--- config.mk ---
export PLATFORM = sky130hd
export DESIGN_NAME = lvdc_top
export DESIGN_NICKNAME = d
export VERILOG_FILES = /design/src/hdl/lvdc_sync.v /design/src/hdl/lvdc_top.v
export VERILOG_INCLUDE_DIRS = /design/src /design/src/hdl
export SDC_FILE = /design/constraint.sdc
export NUM_CORES = 1
export LEC_CHECK = 0
export BUFFER_PORTS_ARGS = -buffer_cell sky130_fd_sc_hd__buf_2
export CORE_ASPECT_RATIO = 0.6
export CORE_MARGIN = 4
export CORE_UTILIZATION = 45
export CTS_BUF_LIST = sky130_fd_sc_hd__clkbuf_16
export CTS_CLUSTER_DIAMETER = 80
export DETAILED_ROUTE_END_ITERATION = 8
export GPL_TIMING_DRIVEN = 0
export PLACE_DENSITY = 0.77
export SLEW_MARGIN = 30
export SYNTH_ARGS = -nofsm -noshare
export SYNTH_HDL_FRONTEND = slang
export SYNTH_SLANG_ARGS = --single-unit
--- constraint.sdc ---
create_clock -name SYS_CLK_I -period 1.8 [get_ports SYS_CLK_I]
set_clock_uncertainty 0.05 [all_clocks]
set_input_delay 0.09 -clock SYS_CLK_I [delete_from_list [all_inputs] [get_ports SYS_CLK_I]]
set_output_delay 0.09 -clock SYS_CLK_I [all_outputs]
set_load 0.03 [all_outputs]
--- src/hdl/lvdc_regs.vh ---
// register map and field positions of the low-voltage detect control block
// assumes byte addresses on a 32-bit apb, one word per register
`ifndef LVDC_REGS_VH
`define LVDC_REGS_VH
// printed offsets are not multiples of four: they are indices, byte = 4*index
`define LVDC_IDX_CTRL 16'hff86
`define LVDC_IDX_STAT 16'hff87
`define LVDC_IDX_CNT 16'hffc3
`define LVDC_IDX_IEN 16'hff88
`define LVDC_IDX_ICLR 16'hff89
`define LVDC_ADDR_W 18
`define LVDC_CTRL_ON 7
`define LVDC_CTRL_DSRC 5
`define LVDC_CTRL_USRC 4
`define LVDC_CTRL_RSEL 3
`define LVDC_CTRL_RSTEN 2
`define LVDC_CTRL_DIE 1
`define LVDC_CTRL_UIE 0
`define LVDC_CTRL_MASK 8'hbf
`define LVDC_STAT_SETTLED 7
`define LVDC_STAT_REFSRC 3
`define LVDC_STAT_DROP 1
`define LVDC_STAT_RISE 0
`define LVDC_RST_VAL 8'h00
`define LVDC_EV_SETTLED 0
`define LVDC_EV_DROP 1
`define LVDC_EV_RISE 2
`define LVDC_EV_RESET 3
`define LVDC_PRESCALE 2'h3
`endif

--- src/hdl/lvdc_sync.v ---
// three-stage synchroniser for a group of asynchronous levels
// assumes one system clock; output changes once stages two and three agree
`timescale 1ns/1ps
`default_nettype none
module lvdc_sync #(
	parameter W = 4
) (
	input wire clk_i,
	input wire rst_n_i,
	input wire [W-1:0] d_i,
	output reg [W-1:0] q_o
);
	reg [W-1:0] s1_q;
	reg [W-1:0] s2_q;
	reg [W-1:0] s3_q;
	genvar g;
	generate
		for (g = 0; g < W; g = g + 1) begin : bit_g
			always @(posedge clk_i) begin
				if (!rst_n_i) begin
					s1_q[g] <= 1'b0;
					s2_q[g] <= 1'b0;
					s3_q[g] <= 1'b0;
					q_o[g] <= 1'b0;
				end else begin
					s1_q[g] <= d_i[g];
					s2_q[g] <= s1_q[g];
					s3_q[g] <= s2_q[g];
					// filters a single-cycle glitch past stage one
					if (s2_q[g] == s3_q[g]) begin
						q_o[g] <= s3_q[g];
					end
				end
			end
		end
	endgenerate
endmodule
`default_nettype wire

--- src/hdl/lvdc_top.v ---
// control and status logic of the supply-voltage monitor, apb slave
// assumes analog comparators deliver raw levels; hard reset from por/watchdog
//
// Functional notes
// - bit 7 turns detector on, else standby
// - bit 5 picks drop level source
// - bit 4 picks rise level source
// - bit 3 picks reset threshold 2.3/3.3 V
// - bit 2 gates the low-voltage reset
// - bit 1 enables drop interrupt
// - bit 0 enables rise interrupt
// - on, threshold, reset-enable survive detector reset
// - control reads zero after init, all bits writable except bit 6, which reads zero
// - status 7 set on counter overflow
// - status 3 picks reference source
// - status 1 set on drop
// - status 0 set on drop-then-recover sequence, armed only if bit 0 is set at the drop
// - detector reset clears the status flags
// - 8-bit counter at clock/4 from enable
// - enabled requests drive interrupt line zero
`timescale 1ns/1ps
`default_nettype none
`include "lvdc_regs.vh"
module lvdc_top (
	// clock and hard reset
	input wire SYS_CLK_I,
	input wire RST_N_I,
	// apb slave
	input wire PSEL_I,
	input wire PENABLE_I,
	input wire PWRITE_I,
	input wire [`LVDC_ADDR_W-1:0] PADDR_I,
	input wire [31:0] PWDATA_I,
	input wire [3:0] PSTRB_I,
	output reg [31:0] PRDATA_O,
	output reg PREADY_O,
	output reg PSLVERR_O,
	// raw comparator levels, asynchronous
	input wire DROP_CMP_I,
	input wire RISE_CMP_I,
	input wire RESET_CMP_I,
	// analog steering and reset
	output reg DETECTOR_ON_O,
	output reg DROP_LEVEL_SRC_SEL_O,
	output reg RISE_LEVEL_SRC_SEL_O,
	output reg RESET_THRESHOLD_SEL_O,
	output reg REF_SRC_SEL_O,
	output reg LV_RESET_O,
	// interrupts
	output reg EXT_IRQ_ZERO_O,
	output reg IRQ_O
);
	localparam [1:0] SEQ_IDLE = 2'b01;
	localparam [1:0] SEQ_ARMED = 2'b10;
	reg [7:0] ctrl_q;
	reg ref_src_q;
	reg [2:0] flag_q;
	reg [2:0] seen_q;
	reg [7:0] cnt_q;
	reg [1:0] pre_q;
	reg [1:0] seq_q;
	reg [1:0] seq_d;
	reg dropped_q;
	reg [3:0] ev_q;
	reg [3:0] ien_q;
	reg lvr_q;
	wire [2:0] cmp_s;
	wire drop_s;
	wire rise_s;
	wire rst_s;
	wire wr;
	wire rd;
	wire [15:0] idx;
	wire ovf;
	wire ev_drop;
	wire ev_rise;
	wire [2:0] fset;
	wire [7:0] stat_rd;
	wire [3:0] ev_set;
	wire [3:0] ev_clr;
	wire armed;
	wire stat_rd_acc;
	wire [2:0] rd_ones;
	wire drop_req;
	wire rise_req;
	reg [7:0] rd_d;
	reg hit_d;

	function hit_reg;
		input [15:0] a;
		input [15:0] r;
		begin
			hit_reg = (a == r);
		end
	endfunction

	lvdc_sync #(
		.W(3)
	) u_sync (
		.clk_i(SYS_CLK_I),
		.rst_n_i(RST_N_I),
		.d_i({RESET_CMP_I, RISE_CMP_I, DROP_CMP_I}),
		.q_o(cmp_s)
	);

	assign drop_s = cmp_s[0] & ctrl_q[`LVDC_CTRL_ON];
	assign rise_s = cmp_s[1] & ctrl_q[`LVDC_CTRL_ON];
	assign rst_s = cmp_s[2] & ctrl_q[`LVDC_CTRL_ON];

	// single-cycle accesses: ready on the access phase itself
	assign wr = PSEL_I & PENABLE_I & PWRITE_I;
	assign rd = PSEL_I & PENABLE_I & ~PWRITE_I;
	assign idx = PADDR_I[`LVDC_ADDR_W-1:2];

	// overflow from all ones at prescale end
	assign ovf = ctrl_q[`LVDC_CTRL_ON] & (pre_q == `LVDC_PRESCALE) &
		(cnt_q == 8'hff);
	// drop flag on falling to threshold
	assign ev_drop = drop_s & ~dropped_q;
	assign armed = (seq_q == SEQ_ARMED);
	assign ev_rise = armed & rise_s & ~rst_s;
	assign fset = {ovf, ev_drop, ev_rise};

	assign stat_rd = {flag_q[2], 3'h0, ref_src_q, 1'b0, flag_q[1], flag_q[0]};
	assign ev_set = {lvr_q, ev_rise, ev_drop, ovf};
	assign ev_clr = (wr && PSTRB_I[0] && hit_reg(idx, `LVDC_IDX_ICLR)) ?
		PWDATA_I[3:0] : 4'h0;

	// only ones really returned count, not later sets
	assign stat_rd_acc = rd & PREADY_O & hit_reg(idx, `LVDC_IDX_STAT);
	assign rd_ones = stat_rd_acc ? {PRDATA_O[7], PRDATA_O[1:0]} : 3'h0;

	// drop request gated by its enable
	assign drop_req = flag_q[1] & ctrl_q[`LVDC_CTRL_DIE];
	// rise request gated by its enable
	assign rise_req = flag_q[0] & ctrl_q[`LVDC_CTRL_UIE];

	// a new armed drop wins over disarming
	always @* begin
		seq_d = seq_q;
		case (seq_q)
			SEQ_IDLE: begin
				if (ev_drop && ctrl_q[`LVDC_CTRL_UIE]) begin
					seq_d = SEQ_ARMED;
				end
			end
			SEQ_ARMED: begin
				if (ev_drop && ctrl_q[`LVDC_CTRL_UIE]) begin
					seq_d = SEQ_ARMED;
				end else if (ev_rise || rst_s || lvr_q) begin
					seq_d = SEQ_IDLE;
				end
			end
			default: begin
				seq_d = SEQ_IDLE;
			end
		endcase
	end

	always @* begin
		rd_d = 8'h00;
		hit_d = 1'b1;
		case (1'b1)
			hit_reg(idx, `LVDC_IDX_CTRL): rd_d = ctrl_q;
			hit_reg(idx, `LVDC_IDX_STAT): rd_d = stat_rd;
			hit_reg(idx, `LVDC_IDX_CNT): rd_d = cnt_q;
			hit_reg(idx, `LVDC_IDX_IEN): rd_d = {4'h0, ien_q};
			hit_reg(idx, `LVDC_IDX_ICLR): rd_d = 8'h00;
			default: hit_d = 1'b0;
		endcase
	end

	// apb answer
	always @(posedge SYS_CLK_I) begin
		if (!RST_N_I) begin
			PRDATA_O <= 32'h0000_0000;
			PREADY_O <= 1'b0;
			PSLVERR_O <= 1'b0;
		end else begin
			PREADY_O <= PSEL_I & ~PENABLE_I;
			PSLVERR_O <= PSEL_I & ~PENABLE_I & ~hit_d;
			PRDATA_O <= 32'h0000_0000;
			if (PSEL_I && !PENABLE_I && !PWRITE_I) begin
				PRDATA_O <= {24'h000000, rd_d};
			end
		end
	end

	// control register
	always @(posedge SYS_CLK_I) begin
		if (!RST_N_I) begin
			// all control bits zero at init
			ctrl_q <= `LVDC_RST_VAL;
			ref_src_q <= 1'b0;
			ien_q <= 4'h0;
		end else begin
			if (lvr_q) begin
				ctrl_q[`LVDC_CTRL_DSRC] <= 1'b0;
				ctrl_q[`LVDC_CTRL_USRC] <= 1'b0;
				ctrl_q[`LVDC_CTRL_DIE] <= 1'b0;
				ctrl_q[`LVDC_CTRL_UIE] <= 1'b0;
				ref_src_q <= 1'b0;
			end else if (wr && PREADY_O && PSTRB_I[0]) begin
				if (hit_reg(idx, `LVDC_IDX_CTRL)) begin
					ctrl_q <= PWDATA_I[7:0] & `LVDC_CTRL_MASK;
				end
				if (hit_reg(idx, `LVDC_IDX_STAT)) begin
					ref_src_q <= PWDATA_I[`LVDC_STAT_REFSRC];
				end
				if (hit_reg(idx, `LVDC_IDX_IEN)) begin
					ien_q <= PWDATA_I[3:0];
				end
			end
		end
	end

	// settle counter, prescaler, drop tracking
	always @(posedge SYS_CLK_I) begin
		if (!RST_N_I || !ctrl_q[`LVDC_CTRL_ON]) begin
			cnt_q <= 8'h00;
			pre_q <= 2'h0;
			dropped_q <= 1'b0;
			seq_q <= SEQ_IDLE;
		end else begin
			// count at clock divided by four
			pre_q <= pre_q + 2'h1;
			if (pre_q == `LVDC_PRESCALE) begin
				cnt_q <= cnt_q + 8'h01;
			end
			dropped_q <= drop_s;
			// arm only with rise enable set
			seq_q <= seq_d;
		end
	end

	// status flags with read-one-then-write-zero clearing
	always @(posedge SYS_CLK_I) begin
		if (!RST_N_I) begin
			flag_q <= 3'h0;
			seen_q <= 3'h0;
		end else if (lvr_q) begin
			flag_q <= 3'h0;
			seen_q <= 3'h0;
		end else begin
			// clear only after seen; set wins
			if (wr && PREADY_O && PSTRB_I[0] &&
				hit_reg(idx, `LVDC_IDX_STAT)) begin
				flag_q <= (flag_q & ~(seen_q & ~{PWDATA_I[7], PWDATA_I[1:0]}))
					| fset;
				seen_q <= seen_q & {PWDATA_I[7], PWDATA_I[1:0]} & ~fset;
			end else begin
				flag_q <= flag_q | fset;
				// note reads of one; new event voids them
				seen_q <= (seen_q | rd_ones) & ~fset;
			end
		end
	end

	// sticky events, cleared through the clear register; set beats clear
	always @(posedge SYS_CLK_I) begin
		if (!RST_N_I) begin
			ev_q <= 4'h0;
		end else begin
			ev_q <= (ev_q & ~ev_clr) | ev_set;
		end
	end

	// outputs, all registered
	always @(posedge SYS_CLK_I) begin
		if (!RST_N_I) begin
			lvr_q <= 1'b0;
			DETECTOR_ON_O <= 1'b0;
			DROP_LEVEL_SRC_SEL_O <= 1'b0;
			RISE_LEVEL_SRC_SEL_O <= 1'b0;
			RESET_THRESHOLD_SEL_O <= 1'b0;
			REF_SRC_SEL_O <= 1'b0;
			LV_RESET_O <= 1'b0;
			EXT_IRQ_ZERO_O <= 1'b0;
			IRQ_O <= 1'b0;
		end else begin
			lvr_q <= rst_s & ctrl_q[`LVDC_CTRL_RSTEN];
			LV_RESET_O <= rst_s & ctrl_q[`LVDC_CTRL_RSTEN];
			DETECTOR_ON_O <= ctrl_q[`LVDC_CTRL_ON];
			// drop level from ladder or pin
			DROP_LEVEL_SRC_SEL_O <= ctrl_q[`LVDC_CTRL_DSRC];
			// rise level from ladder or pin
			RISE_LEVEL_SRC_SEL_O <= ctrl_q[`LVDC_CTRL_USRC];
			RESET_THRESHOLD_SEL_O <= ctrl_q[`LVDC_CTRL_RSEL];
			REF_SRC_SEL_O <= ref_src_q;
			EXT_IRQ_ZERO_O <= drop_req | rise_req;
			IRQ_O <= |(ev_q & ien_q);
		end
	end
endmodule
`default_nettype wire

* Word-level counts from Yosys, hierarchy flattened *
Index checks and enable logic that the tools add are counted.

storage, ports and cells
  bits in registers = 89
  bits of input ports = 62
  output and inout port bits = 42
  logic and storage cells = 132

cells by class
  add/subtract/negate cells = 2
  equality and inequality tests = 14
  muxes and demuxes = 17
  bitwise operators = 41
  reduce and logical (&&, ||, !) cells = 23

operators by type and width
  cell                                                            count
  16-bit equality test (second input constant)                    5
  8-bit 2-to-1 mux                                                3
  1-bit AND                                                       18
  3-bit AND                                                       5
  3-bit 2-to-1 mux                                                3
  3-bit inverter                                                  3
  3-bit bitwise OR                                                3
  8-bit by 1-bit adder with 8-bit output (second input constant)  1
  4-bit AND                                                       2
  8-bit equality test (second input constant)                     1
  1-bit logical AND                                               8
  4-bit 2-to-1 mux                                                2
  2-bit AND reduction                                             4
  1-bit inverter                                                  7
  2-bit 2-to-1 mux                                                3
  3-bit AND reduction                                             2
  1-bit 2-to-1 mux                                                5
  2-bit equality test (second input constant)                     2
  1-bit logical NOT                                               4
  4-bit inverter                                                  1
  4-bit bitwise OR                                                1
  2-bit one-hot mux with 2 select lines                           1
  4-bit OR reduction                                              1
  1-bit equality test                                             3
  7 further kinds                                                 9

* Logic depth before layout (Yosys ltp) *
  depth after elaboration = 8
  mapped depth = 6
  gate-level depth less buffers = 6

* Modules after synthesis *
Synthesis repeated with hierarchy kept, for this count alone.

unflattened totals
  cell total of the unflattened synthesis = 308
  area total of the unflattened synthesis = 2835.2 um^2

by module, submodules not included
  module     instances  cells each  area each (um^2)  seq. area each (um^2)
  lvdc_top   1          277         2467.4            1061.0
  lvdc_sync  1          31          367.9             240.2

* Worst setup path before layout *
OpenSTA, ideal clock, no wires.

  path kind = register to register
  from = register PREADY_O
  to = register flag_q[1]
  library setup time = 0.130 ns
  data arrival time = 1.690 ns
  required time = 1.620 ns
  path slack = -0.071 ns
  stages on the path, launching flop included = 6
  path buffers = 1
  clock period less this slack = 1.871 ns
  cell sequence = dfxtp_1 > inv_1 > or4_4 > buf_6 > o41ai_2 > a21oi_1

between the ends
  longest elaborated chain between the ends = 4

RTL lines
  element                         line            source
  from (decl)                     lvdc_top.v:36   output reg PREADY_O,
  from (signal assigned)          lvdc_top.v:180  PREADY_O <= PSEL_I & ~PENABLE_I;
  1-bit logical AND (3 in a row)  lvdc_top.v:246  if (wr && PREADY_O && PSTRB_I[0] &&
  3-bit 2-to-1 mux                lvdc_top.v:246
  to (signal assigned)            lvdc_top.v:248  flag_q <= (flag_q & ~(seen_q & ~{PWDATA_I[7], PWDATA_I[1:0]}))
  to (signal assigned)            lvdc_top.v:252  flag_q <= flag_q | fset;
  to (decl)                       lvdc_top.v:57   reg [2:0] flag_q;

Every way passes these cells.
A chain may end at the register's enable or synchronous reset.

* Final worst setup path *
Same ends and word-level chain as after synthesis.

==> out/metrics.cfg <==
[run_status]
status=finished, final reports clean

[worst_setup_path]
required_ps=1940
worstPathArrival_ps=1850
slowest_delay_ps=540
worst_setup_path_end_kind=flip-flop
rr_startpoint=PREADY_O$_SDFF_PN0_
worstPathCellList=inv_2, or4_4, buf_6, o41ai_2, a21oi_1
crit_type=reg2reg
path_buf_inv=2
start_kind=flip-flop
cp-startpoint=PREADY_O$_SDFF_PN0_
cp_max_fo=10
crit_slowest_cell=or4_4
path_delay_family=simple AND/OR/NAND/NOR gates

[sta]
setup_viol=0
timing.setup.tns_ps=0
final.setup.worst_slack_ps=98.6
min_period_over_period=0.945
clock.fmax_mhz=588
hold_viol_final=0
rsz0062_at_grt=false
period_minus_slack_ps=1700
slew_viol_final=0
tightest_slew_ps=889
slew_headroom=0.406

[synthesis]
ys_seq_area_frac=0.436
synth_seq_cells=65
async_flop_share=0
postSynthAreaPerCell_um2=9.51
yosysWarnings=0
synth_cells=314
synth_ff_type=dfxtp_1
synth_edf_count=0
netlist_area_um2=2990
synth_cell_type_count=49

[floorplan]
chipHeight_um=71.1
start_util=0.476
die_area_um2=8050
io_pins=104
core_area_um2=6280
row_count=22
die_w_um=113

[clock_tree]
numCtsBuffers=9
clk_pin_slew_ps=50
clk-insertion-delay-late_ps=330
root_buffer=clkbuf_16
tritoncts=built
cts-htree-levels=3
post_cts_buffers=0
clk_path_buf_depth=2
clock-sinks=65

[job]
cap_violations=0

[global_routing]
grt_usage=0.209
grt_max_degree=13
overflow=0
grt_pass1_wl_um=13000
antenna_found_initial=0
grt_pass1_vias=2536

[worst_hold_path]
worstHoldStart=PWDATA_I[7]
hold_path.class=in2reg

[power]
p_leak_uw=0.00160
total_power_uw=3570
peakVddDrop_mv=0.548
powerDensity_nw_per_um2=930

[final_layout]
fillers=559
final_common_cell=dfxtp_1
layout-drive-gt1-share=0.282
mostFrequentLayoutCells=dfxtp_1, buf_2, nand3_1, buf_4, conb_1
synthToLayoutAreaGrowth_pct=28.3
finalNetCount=469
antenna_cells=0

[drt]
route.detailed.drc=0
post_drt_wl_per_cell_um=16.8
via_per_inst=5.42
vias=2665
postRouteAntennaNets=0
dr.pass1.iters=5
drt_iter0_drc=264
finalWirelength_um=8250

[placed_design]
io_buffers=49
dp_slack_ps=-94.9
place.detailed.hpwl_um=6160
gp_congestion=0.980

flip-flops by register name (all words and copies together), names as in the netlist, 3 cells and up:
register / cells
u_sync.s1_q: 3
cnt_q: 8
PRDATA_O: 8
u_sync.s2_q: 3
u_sync.q_o: 3
ien_q: 4
ctrl_q: 7
ev_q: 4
seen_q: 3
u_sync.s3_q: 3
flag_q: 3
path summary, 6_finish.rpt:
| path | to | slack (ps) | depth (start not counted) |
|---|---|---|---|
| max | flag_q[1]$_SDFF_PP0_ | 100 | 5 |
| min | ctrl_q[7]$_SDFFE_PN0P_ | 20 | 3 |
| max reg2reg | flag_q[1]$_SDFF_PP0_ | 100 | 5 |
| min reg2reg | u_sync.s2_q[2]$_SDFF_PN0_ | 380 | 1 |
cell type report:
cell class,instances,area (µm²),area share
multi-input cells,225,1490,0.390
flip-flops and latches,65,1300,0.340
repair buffers,56,315,0.0823
plain buffers,34,250,0.0653
clock buffers,9,225,0.0588
well taps,84,105,0.0274
clock inverters,7,95.1,0.0248
inverters,12,45.0,0.0118
logic make-up (layout without fill, tap and decap cells):
family | after synthesis | in the layout | share of synthesized area
DFF | 65 | 65 | 0.436
and+or+nand+nor | 121 | 121 | 0.265
buffers and inverters | 47 | 118 | 0.100
muxes | 8 | 8 | 0.0277
other | 1 | 24 | 0.00126
xor gates and xnor gates | 7 | 7 | 0.0205
AOI/OAI and AO/OA | 61 | 61 | 0.133
adders and majority gates | 4 | 4 | 0.0168
report_power, final:
part           leakage, µW  switching (µW)  internal [µW]
registers         0.000526            3.63           1450
logic             0.000929             168           97.5
clock network     0.000145             639           1210
routing by layer:
metal  track usage  wire, µm
met1         0.295      3630
met2         0.299      3500
met3        0.0880      1030
met4        0.0387        84
met5             0         0
stage by stage:
step | hold WS (ps) | area, µm² | util | std cells
global placement | 251 | 3420 | 0.546 | 470
CTS | 5.24 | 3820 | 0.609 | 493
detailed placement | 255 | 3420 | 0.546 | 470
floorplan | 141 | 3070 | - | 337
finish | 19.4 | 3830 | 0.611 | 492
global route | 13.4 | 3830 | 0.611 | 492
what timing repair did:
action | CTS | global route
hold endpoints to repair | 9 | 0
setup endpoints to repair | 2 | 8
hold buffers | 7 | 0
pin swaps | 1 | 1
gates resized for setup | 1 | 2
synthesized netlist by cell type, types with 2 or more instances:
master     n  area [µm²]
or2_2      2        12.5
nand4b_1   3        26.3
nor4_4     3        63.8
a31oi_1    5        31.3
ha_1       4        50.1
nand2_1   16        60.1
clkbuf_1   7        26.3
inv_1     12        45.0
o21ai_0    8        40.0
nor2_1    15        56.3
nand3b_1   2        15.0
o31ai_1    5        37.5
a22oi_1    4        30.0
nor3_1     2        10.0
a32oi_1    2        17.5
xor2_1     6        52.6
nand4_1   11        68.8
a21oi_1   23         115
buf_6      3        33.8
o41ai_2    2        32.5
dfxtp_1   65        1300
nor4_1     6        37.5
or4_4      3        33.8
nand3_1   24         120
mux2i_1    6        60.1
and2_1    13        81.3
and3_1     7        43.8
a221oi_2   2        30.0
nand2b_1   2        12.5
buf_4     24         180
and4_1     2        17.5
o21ai_1    7        35.0
mux2_2     2        22.5
worst register-to-register path: stages (launching register included):
cell and delay, ps:
dfxtp_2 330, inv_2 80, or4_4 540, buf_6 170
o41ai_2 290, a21oi_1 100
No activity file was read; power rests on OpenSTA's default activity.
